[config.mk]
export PLATFORM = sky130hd
export DESIGN_NAME = dac_control_reg_decode
export DESIGN_NICKNAME = d
export VERILOG_FILES = /design/src/design/dac_ctrl_pkg.sv /design/src/design/dac_control_reg_decode.sv
export SDC_FILE = /design/constraint.sdc
export NUM_CORES = 1
export LEC_CHECK = 0
export ABC_AREA = 1
export BUFFER_PORTS_ARGS = -buffer_cell sky130_fd_sc_hd__buf_2
export CAP_MARGIN = 0
export CORE_ASPECT_RATIO = 1.75
export CORE_UTILIZATION = 40
export DETAILED_ROUTE_END_ITERATION = 8
export SETUP_SLACK_MARGIN = 0.3
export SLEW_MARGIN = 0
export SYNTH_ARGS = -nofsm -noshare
export SYNTH_HDL_FRONTEND = slang
export SYNTH_SLANG_ARGS = --single-unit
[constraint.sdc]
create_clock -name clock -period 1.95 [get_ports clock]
set_input_delay 0 -clock clock [delete_from_list [all_inputs] [get_ports clock]]
set_output_delay 0 -clock clock [all_outputs]
set_load 0.01 [all_outputs]
[src/design/dac_ctrl_pkg.sv]
// constants and types for the control-register decode block
package dac_ctrl_pkg;
  // serial frame layout
  localparam int FRAME_BITS = 24;
  localparam logic [4:0] FRAME_LEN = 5'h18;
  localparam int RW_BIT = 23;
  localparam int DATA_SEL_HI = 20;
  localparam int DATA_SEL_LO = 18;
  localparam int CHAN_HI = 17;
  localparam int CHAN_LO = 16;
  localparam int CTRL_SEL_HI = 15;
  localparam int CTRL_SEL_LO = 13;
  localparam logic [2:0] DATA_SEL_CONTROL = 3'h7;
  // control select codes
  localparam logic [2:0] SEL_SLEW = 3'h0;
  localparam logic [2:0] SEL_MAIN = 3'h1;
  localparam logic [2:0] SEL_DAC_CTRL = 3'h2;
  localparam logic [2:0] SEL_BOOST_CTRL = 3'h3;
  localparam logic [2:0] SEL_SOFTWARE = 3'h4;
  // main control field positions
  localparam int POS_POLARITY = 12;
  localparam int POS_READBACK = 11;
  localparam int POS_WD_ENABLE = 10;
  localparam int POS_WD_HI = 9;
  localparam int POS_WD_LO = 8;
  localparam int POS_SHORT_LIMIT = 6;
  localparam int POS_OUT_ALL = 5;
  localparam int POS_BOOST_ALL = 4;
  // per-channel control field positions and width
  localparam int DAC_CTRL_W = 9;
  localparam int POS_CH_ENABLE = 6;
  localparam int POS_CH_BOOST = 4;
  localparam logic [8:0] DAC_CTRL_RESET = 9'h000;
  localparam logic [12:0] PAYLOAD_RESET = 13'h0000;
  // watchdog timing
  localparam int CLOCK_PERIOD_NS = 5;
  localparam int NS_PER_MS = 1000000;
  localparam int CYCLES_PER_MS = NS_PER_MS / CLOCK_PERIOD_NS;
  localparam logic [7:0] WD_MS_0 = 8'h05;
  localparam logic [7:0] WD_MS_1 = 8'h0A;
  localparam logic [7:0] WD_MS_2 = 8'h64;
  localparam logic [7:0] WD_MS_3 = 8'hC8;

  typedef struct packed {
    logic idle_output_polarity;
    logic status_readback_enable;
    logic watchdog_enable;
    logic timeout_select_hi;
    logic timeout_select_lo;
    logic short_limit_select;
    logic global_output_enable;
    logic global_boost_powerup;
  } main_ctrl_t;

  localparam main_ctrl_t MAIN_RESET = '0;

  typedef struct packed {
    logic strobe;
    logic [2:0] select;
    logic [1:0] channel;
    logic [12:0] payload;
  } ctrl_write_t;

  typedef enum logic [1:0] {
    ST_IDLE = 2'b01,
    ST_SHIFT = 2'b10
  } frame_state_t;
endpackage : dac_ctrl_pkg

[src/design/dac_control_reg_decode.sv]
// serial control-register decode with main and per-channel control registers
//
// What this block does
// - control write only when select field is 111
// - channel field picks A..D for per-channel registers
// - decode control select in D15..D13
// - main control fields at their bit positions
// - idle output follows pin, inverted by polarity
// - watchdog runs when enabled, 5/10/100/200 ms
// - limit select: 16 mA at 0, 8 mA at 1
// - global enable turns on all four outputs
// - global power-up powers all four boosters
// - separate control register for each channel
`timescale 1ns/1ps
`default_nettype none
module dac_control_reg_decode #(
  parameter int CYCLES_PER_MS = dac_ctrl_pkg::CYCLES_PER_MS
) (
  // clock and reset
  input wire logic clock,
  input wire logic rstn,
  // serial link pins
  input wire logic sclk,
  input wire logic sync_n,
  input wire logic sdin,
  // power-on-condition pin
  input wire logic power_on_pin,
  // register contents
  output var dac_ctrl_pkg::main_ctrl_t main_control,
  output logic [3:0] channel_output_enable,
  output logic [3:0] channel_boost_power,
  output logic idle_level,
  output logic current_limit_8ma,
  output logic readback_active,
  output logic watchdog_timeout,
  // decoded write of the other control registers
  output var dac_ctrl_pkg::ctrl_write_t ctrl_write
);
  logic [2:0] sclk_s;
  logic [2:0] sync_s;
  logic [1:0] sdin_s;
  logic [1:0] pwr_s;
  dac_ctrl_pkg::frame_state_t state, next_state;
  logic [23:0] shreg, next_shreg;
  logic [4:0] bit_cnt, next_bit_cnt;
  logic [8:0] dac_ctrl [4];
  logic [8:0] next_dac_ctrl [4];
  dac_ctrl_pkg::main_ctrl_t next_main_control;
  dac_ctrl_pkg::ctrl_write_t next_ctrl_write;
  logic [3:0] next_channel_output_enable, next_channel_boost_power;
  logic next_idle_level, next_current_limit_8ma, next_readback_active;
  logic [31:0] cyc_cnt, next_cyc_cnt;
  logic [7:0] ms_cnt, next_ms_cnt;
  logic next_watchdog_timeout;
  logic sclk_fall, sync_rise, sync_fall, frame_done, frame_full, ctrl_frame;
  logic [2:0] sel;
  logic [1:0] chan;

  function automatic logic [7:0] wd_period(input logic [1:0] code);
    case (code)
      2'b00: wd_period = dac_ctrl_pkg::WD_MS_0;
      2'b01: wd_period = dac_ctrl_pkg::WD_MS_1;
      2'b10: wd_period = dac_ctrl_pkg::WD_MS_2;
      default: wd_period = dac_ctrl_pkg::WD_MS_3;
    endcase
  endfunction : wd_period

  // pin synchronisers
  always_ff @(posedge clock) begin
    if (!rstn) begin
      sclk_s <= 3'h0;
      sync_s <= 3'h7;
      sdin_s <= 2'h0;
      pwr_s <= 2'h0;
    end else begin
      sclk_s <= {sclk_s[1:0], sclk};
      sync_s <= {sync_s[1:0], sync_n};
      sdin_s <= {sdin_s[0], sdin};
      pwr_s <= {pwr_s[0], power_on_pin};
    end
  end

  assign sclk_fall = sclk_s[2] & ~sclk_s[1];
  assign sync_rise = ~sync_s[2] & sync_s[1];
  assign sync_fall = sync_s[2] & ~sync_s[1];
  assign frame_done = (state == dac_ctrl_pkg::ST_SHIFT) && sync_rise;
  assign frame_full = frame_done && (bit_cnt == dac_ctrl_pkg::FRAME_LEN);
  assign ctrl_frame = frame_full && !shreg[dac_ctrl_pkg::RW_BIT]
    && (shreg[dac_ctrl_pkg::DATA_SEL_HI:dac_ctrl_pkg::DATA_SEL_LO]
    == dac_ctrl_pkg::DATA_SEL_CONTROL);
  assign sel = shreg[dac_ctrl_pkg::CTRL_SEL_HI:dac_ctrl_pkg::CTRL_SEL_LO];
  assign chan = shreg[dac_ctrl_pkg::CHAN_HI:dac_ctrl_pkg::CHAN_LO];

  // frame shifter
  always_comb begin
    next_state = state;
    next_shreg = shreg;
    next_bit_cnt = bit_cnt;
    case (state)
      dac_ctrl_pkg::ST_IDLE: begin
        if (sync_fall) begin
          next_state = dac_ctrl_pkg::ST_SHIFT;
          next_bit_cnt = 5'h00;
        end
      end
      dac_ctrl_pkg::ST_SHIFT: begin
        if (sync_rise) begin
          next_state = dac_ctrl_pkg::ST_IDLE;
        end else if (sclk_fall) begin
          next_shreg = {shreg[22:0], sdin_s[1]};
          if (bit_cnt != 5'h1F) begin
            next_bit_cnt = bit_cnt + 5'h01;
          end
        end
      end
      default: next_state = dac_ctrl_pkg::ST_IDLE;
    endcase
  end

  always_ff @(posedge clock) begin
    if (!rstn) begin
      state <= dac_ctrl_pkg::ST_IDLE;
      shreg <= 24'h000000;
      bit_cnt <= 5'h00;
    end else begin
      state <= next_state;
      shreg <= next_shreg;
      bit_cnt <= next_bit_cnt;
    end
  end

  // register file and derived outputs
  always_comb begin
    logic [3:0] enable_vec;
    logic [3:0] boost_vec;
    enable_vec = 4'h0;
    boost_vec = 4'h0;
    next_main_control = main_control;
    for (int i = 0; i < 4; i++) begin
      next_dac_ctrl[i] = dac_ctrl[i];
    end
    next_ctrl_write = '0;
    if (ctrl_frame) begin
      case (sel)
        dac_ctrl_pkg::SEL_MAIN: begin
          next_main_control.idle_output_polarity = shreg[dac_ctrl_pkg::POS_POLARITY];
          next_main_control.status_readback_enable = shreg[dac_ctrl_pkg::POS_READBACK];
          next_main_control.watchdog_enable = shreg[dac_ctrl_pkg::POS_WD_ENABLE];
          next_main_control.timeout_select_hi = shreg[dac_ctrl_pkg::POS_WD_HI];
          next_main_control.timeout_select_lo = shreg[dac_ctrl_pkg::POS_WD_LO];
          next_main_control.short_limit_select = shreg[dac_ctrl_pkg::POS_SHORT_LIMIT];
          next_main_control.global_output_enable = shreg[dac_ctrl_pkg::POS_OUT_ALL];
          next_main_control.global_boost_powerup = shreg[dac_ctrl_pkg::POS_BOOST_ALL];
        end
        dac_ctrl_pkg::SEL_DAC_CTRL: begin
          next_dac_ctrl[chan] = shreg[dac_ctrl_pkg::DAC_CTRL_W-1:0];
        end
        dac_ctrl_pkg::SEL_SLEW, dac_ctrl_pkg::SEL_BOOST_CTRL, dac_ctrl_pkg::SEL_SOFTWARE: begin
          next_ctrl_write.strobe = 1'b1;
          next_ctrl_write.select = sel;
          next_ctrl_write.channel = chan;
          next_ctrl_write.payload = shreg[12:0];
        end
        default: next_ctrl_write.strobe = 1'b0;
      endcase
    end
    for (int i = 0; i < 4; i++) begin
      enable_vec[i] = next_dac_ctrl[i][dac_ctrl_pkg::POS_CH_ENABLE];
      boost_vec[i] = next_dac_ctrl[i][dac_ctrl_pkg::POS_CH_BOOST];
    end
    next_channel_output_enable = enable_vec | {4{next_main_control.global_output_enable}};
    next_channel_boost_power = boost_vec | {4{next_main_control.global_boost_powerup}};
    next_idle_level = pwr_s[1] ^ next_main_control.idle_output_polarity;
    next_current_limit_8ma = next_main_control.short_limit_select;
    next_readback_active = main_control.status_readback_enable
      && (next_state == dac_ctrl_pkg::ST_SHIFT);
  end

  always_ff @(posedge clock) begin
    if (!rstn) begin
      main_control <= dac_ctrl_pkg::MAIN_RESET;
      for (int i = 0; i < 4; i++) begin
        dac_ctrl[i] <= dac_ctrl_pkg::DAC_CTRL_RESET;
      end
      ctrl_write <= '0;
      channel_output_enable <= 4'h0;
      channel_boost_power <= 4'h0;
      idle_level <= 1'b0;
      current_limit_8ma <= 1'b0;
      readback_active <= 1'b0;
    end else begin
      main_control <= next_main_control;
      for (int i = 0; i < 4; i++) begin
        dac_ctrl[i] <= next_dac_ctrl[i];
      end
      ctrl_write <= next_ctrl_write;
      channel_output_enable <= next_channel_output_enable;
      channel_boost_power <= next_channel_boost_power;
      idle_level <= next_idle_level;
      current_limit_8ma <= next_current_limit_8ma;
      readback_active <= next_readback_active;
    end
  end

  // watchdog: restarted by every full frame
  always_comb begin
    next_cyc_cnt = cyc_cnt;
    next_ms_cnt = ms_cnt;
    next_watchdog_timeout = 1'b0;
    if (!main_control.watchdog_enable || frame_full) begin
      next_cyc_cnt = 32'h00000000;
      next_ms_cnt = 8'h00;
    end else if (cyc_cnt == 32'(CYCLES_PER_MS - 1)) begin
      next_cyc_cnt = 32'h00000000;
      if (ms_cnt == wd_period({main_control.timeout_select_hi,
                               main_control.timeout_select_lo}) - 8'h01) begin
        next_ms_cnt = 8'h00;
        next_watchdog_timeout = 1'b1;
      end else begin
        next_ms_cnt = ms_cnt + 8'h01;
      end
    end else begin
      next_cyc_cnt = cyc_cnt + 32'h00000001;
    end
  end

  always_ff @(posedge clock) begin
    if (!rstn) begin
      cyc_cnt <= 32'h00000000;
      ms_cnt <= 8'h00;
      watchdog_timeout <= 1'b0;
    end else begin
      cyc_cnt <= next_cyc_cnt;
      ms_cnt <= next_ms_cnt;
      watchdog_timeout <= next_watchdog_timeout;
    end
  end

  // checks
  short_frame_a: assert property (@(posedge clock) disable iff (!rstn)
    (frame_done && bit_cnt != dac_ctrl_pkg::FRAME_LEN) |=> $stable(main_control))
    else $error("short frame changed main control");
  main_update_a: assert property (@(posedge clock) disable iff (!rstn)
    (ctrl_frame && sel == dac_ctrl_pkg::SEL_MAIN) |=>
    main_control.short_limit_select == $past(shreg[dac_ctrl_pkg::POS_SHORT_LIMIT]))
    else $error("main control field not loaded");
  non_control_a: assert property (@(posedge clock) disable iff (!rstn)
    (frame_full && shreg[20:18] != 3'h7) |=> $stable(main_control) && !ctrl_write.strobe)
    else $error("data frame decoded as control");
  channel_reg_a: assert property (@(posedge clock) disable iff (!rstn)
    (ctrl_frame && sel == dac_ctrl_pkg::SEL_DAC_CTRL) |=> dac_ctrl[$past(chan)] == $past(shreg[8:0]))
    else $error("channel control not loaded");
  global_channel_output_enable_a: assert property (@(posedge clock) disable iff (!rstn)
    main_control.global_output_enable |-> channel_output_enable == 4'hF)
    else $error("global enable missed a channel");
  global_boost_a: assert property (@(posedge clock) disable iff (!rstn)
    main_control.global_boost_powerup |-> channel_boost_power == 4'hF)
    else $error("global power-up missed a channel");
  idle_level_a: assert property (@(posedge clock) disable iff (!rstn)
    1'b1 |=> idle_level == ($past(pwr_s[1]) ^ main_control.idle_output_polarity))
    else $error("idle level wrong");
  limit_sel_a: assert property (@(posedge clock) disable iff (!rstn)
    (ctrl_frame && sel == dac_ctrl_pkg::SEL_MAIN) |=>
    current_limit_8ma == $past(shreg[dac_ctrl_pkg::POS_SHORT_LIMIT]))
    else $error("current limit select wrong");
  readback_gate_a: assert property (@(posedge clock) disable iff (!rstn)
    !$past(main_control.status_readback_enable) |-> !readback_active)
    else $error("readback while disabled");
  wd_off_a: assert property (@(posedge clock) disable iff (!rstn)
    !main_control.watchdog_enable |=> !watchdog_timeout && ms_cnt == 8'h00)
    else $error("watchdog ran while disabled");
endmodule : dac_control_reg_decode
`default_nettype wire

==> results.toml <==
[outcome]
status = "completed"

[setup_path]
crit_fanout = 7
crit_arrival_ns = 2.11
regToRegSetupSlack_ns = 0.20
reg2reg_from = "bit_cnt[1]"
required_ns = 2.31
cp-end-kind = "flip-flop"
crit_type = "reg -> reg"
crit-reg2reg-capture = "channel_output_enable[0]"
r2r_cells = 10
start_kind = "flip-flop"

[timing]
hold_viol_final = 0
slew_violations = 0
final.setup.tns_ns = 0
period_share_pct = 89.64
tightest_slew_ns = 0.4302
rsz0062_at_grt = "yes"
max_freq_ghz = 0.5721
fin_crit_ns = 1.748
setup_viol = 0
skew_ns = 0.01068
maxSlewHeadroom_pct = 71.10

[pwr]
p_leak_nw = 3.160
powerDensity_mw_per_mm2 = 790.0
power_mw = 6.049
irDropWorstVdd_mv = 0.5970

[routing]
routedWlPerCell_um = 14.33
viasPerCell = 4.867
drc = 0
drt_pass1_iterations = 5
wl_um = 15000
postRouteAntennaNets = 0
vias = 5096
drt_iter0_markers = 156

[logic_synthesis]
synth_edf_count = 0
ys_async_sr_fraction_pct = 0
avgSynthCellArea_um2 = 7.441
syn_nets = 779
ys_seq_area_share_pct = 45.02
syn_area_mm2 = 0.005648
ys_ff_latch = 127
synthDistinctLibCells = 40
synthFlopType = "dfxtp_1"
yosys_warnings = 0
synthCells = 759

[clock_network]
cts.path.max_buffers = 2
root_buffer = "clkbuf_16"
numCtsBuffers = 17
clock-sinks = 127
cts_tree = "built"
htree_levels = 4
clk-insertion-delay-late_ns = 0.42
clk_pin_slew_ns = 0.06

[global_routing]
grt_overflow = 0
grt_first_pass_wirelength_um = 23140
groute.usage.overall_pct = 20.48
grt_max_degree = 36
antenna_found_initial = 0
grt_pass1_vias = 4904

[run]
max_cap_viol_count = 0

[finish]
drive_above_1_share_pct = 31.95
nFillCells = 1294
nets = 877
syn_to_final_growth_pct = 35.56
antennaDiodeCount = 0
final_common_cell = "nand2_1"
postLayoutCoreUtil_pct = 55.34
final_cell_mix = "139 x nand2_1, 114 x dfxtp_1, 90 x nor2_1, 89 x inv_1, 44 x buf_2"

[placement]
gp_congestion = 0.9620
dp_hpwl_um = 10280
io_buffers = 44

[worst_hold_path]
holdPathEnd = "sclk_s[0]"
hp-start = "sclk"
hold_path_class = "in -> reg"
holdPathStages = 4

[floorplanning]
die_h_um = 159.2
io-pin-count = 45
die_w_um = 91.83
std_cell_rows = 57
initial_core_util_pct = 40.82
core_region_area_mm2 = 0.01384
die-area_mm2 = 0.01462
-- worst max-delay path by stage --
stage / startpoint / slack (ns) / endpoint
after floorplan: main_control[3] / 0.32 / ms_cnt[6]
after CTS: bit_cnt[0] / 0.18 / channel_boost_power[0]
after global routing: bit_cnt[0] / 0.10 / channel_output_enable[0]
after global placement: main_control[3] / 0.17 / ms_cnt[6]
final: bit_cnt[1] / 0.20 / channel_output_enable[0]
after detailed placement: bit_cnt[0] / 0.16 / channel_output_enable[1]
-- state kept, by name, summed over array words and instances, names as in the netlist --
signal	count
channel_output_enable	4
watchdog_timeout	1
sync_s	3
state	2
ms_cnt	8
pwr_s	2
main_control	7
current_limit_8ma	1
sdin_s	2
bit_cnt	5
dac_ctrl	8
idle_level	1
cyc_cnt	32
channel_boost_power	4
sclk_s	3
readback_active	1
ctrl_write	19
shreg	24
-- worst max-delay path: stages (launching register included) --
cell and delay, ns:
dfxtp_2 0.33, inv_2 0.07, ha_4 0.12, nand4_1 0.21, nor2_8 0.23, nand2_8 0.12, nor2_8 0.18, nor2_1 0.06
nor2_1 0.17, o21ai_4 0.11, nand2_1 0.07
-- layout make-up --
class / count / area [um2] / share of cell area [%]
repair inverters: 2 / 12.51 / 0.1634
clock buffers: 18 / 439.2 / 5.736
flip-flops and latches: 127 / 2566 / 33.52
multi-input cells: 507 / 3079 / 40.22
repair buffers: 94 / 740.7 / 9.675
clock inverters: 14 / 171.4 / 2.239
inverters: 108 / 425.4 / 5.556
well taps: 177 / 221.5 / 2.893
-- kinds of logic after synthesis --
| logic type | share of synthesized area, % |
|---|---|
| buffers and inverters | 9.061 |
| and+or+nand+nor | 32.08 |
| DFF | 45.02 |
| xor gates and xnor gates | 2.326 |
| adders and majority gates | 3.101 |
| AOI/OAI and AO/OA | 8.418 |
-- metrics by stage --
stage	hold slack, ns	instances	worst slack (ns)	instance area [um2]
2_1_floorplan	0.09763	759	0.3175	5690
3_3_place_gp	0.1816	981	0.1701	6173
3_5_place_dp	0.1827	981	0.1562	6173
4_1_cts	0.2724	1033	0.1820	7041
5_1_grt	0.2940	1047	0.1029	7656
6_report	0.2944	1047	0.2020	7656
-- what timing repair did --
item	CTS	global route
hold buffers	5	0
cloned	1	5
hold endpoints to repair	6	0
setup endpoints to repair	99	104
pin swaps	20	41
gates resized for setup	26	119
setup buffers	14	9
-- power by group --
group	internal [mW]	switching [mW]
Clock	1.96	1.29
Sequential	2.61	0.00973
Combinational	0.0640	0.116
-- Yosys cell counts, types with 4 or more instances --
library cell | instances | area (um2)
xor2_1 | 12 | 105.1
o21ai_0 | 28 | 140.1
nand3_1 | 52 | 260.3
nand2_2 | 4 | 25.02
a21oi_1 | 42 | 210.2
o21ai_1 | 5 | 25.02
ha_1 | 14 | 175.2
nor2_1 | 116 | 435.4
inv_2 | 7 | 26.28
inv_1 | 101 | 379.1
nor2_2 | 9 | 56.30
buf_4 | 4 | 30.03
dfxtp_1 | 127 | 2542
nand2_1 | 152 | 570.6
clkbuf_1 | 8 | 30.03
nand3b_1 | 6 | 45.04
a21oi_2 | 5 | 43.79
nor3_1 | 17 | 85.08
nor2_4 | 7 | 78.83
nand4_1 | 12 | 75.07
-- routing by layer --
layer	vias up	part of all wire [%]	track usage [%]
met5	-	0	0
met2	116	56	38.89
li1	2599	-	-
met4	0	5.4	12.86
met3	50	2.8	4.011
met1	2331	36	19.65
Power figures use the tool's default switching activity.
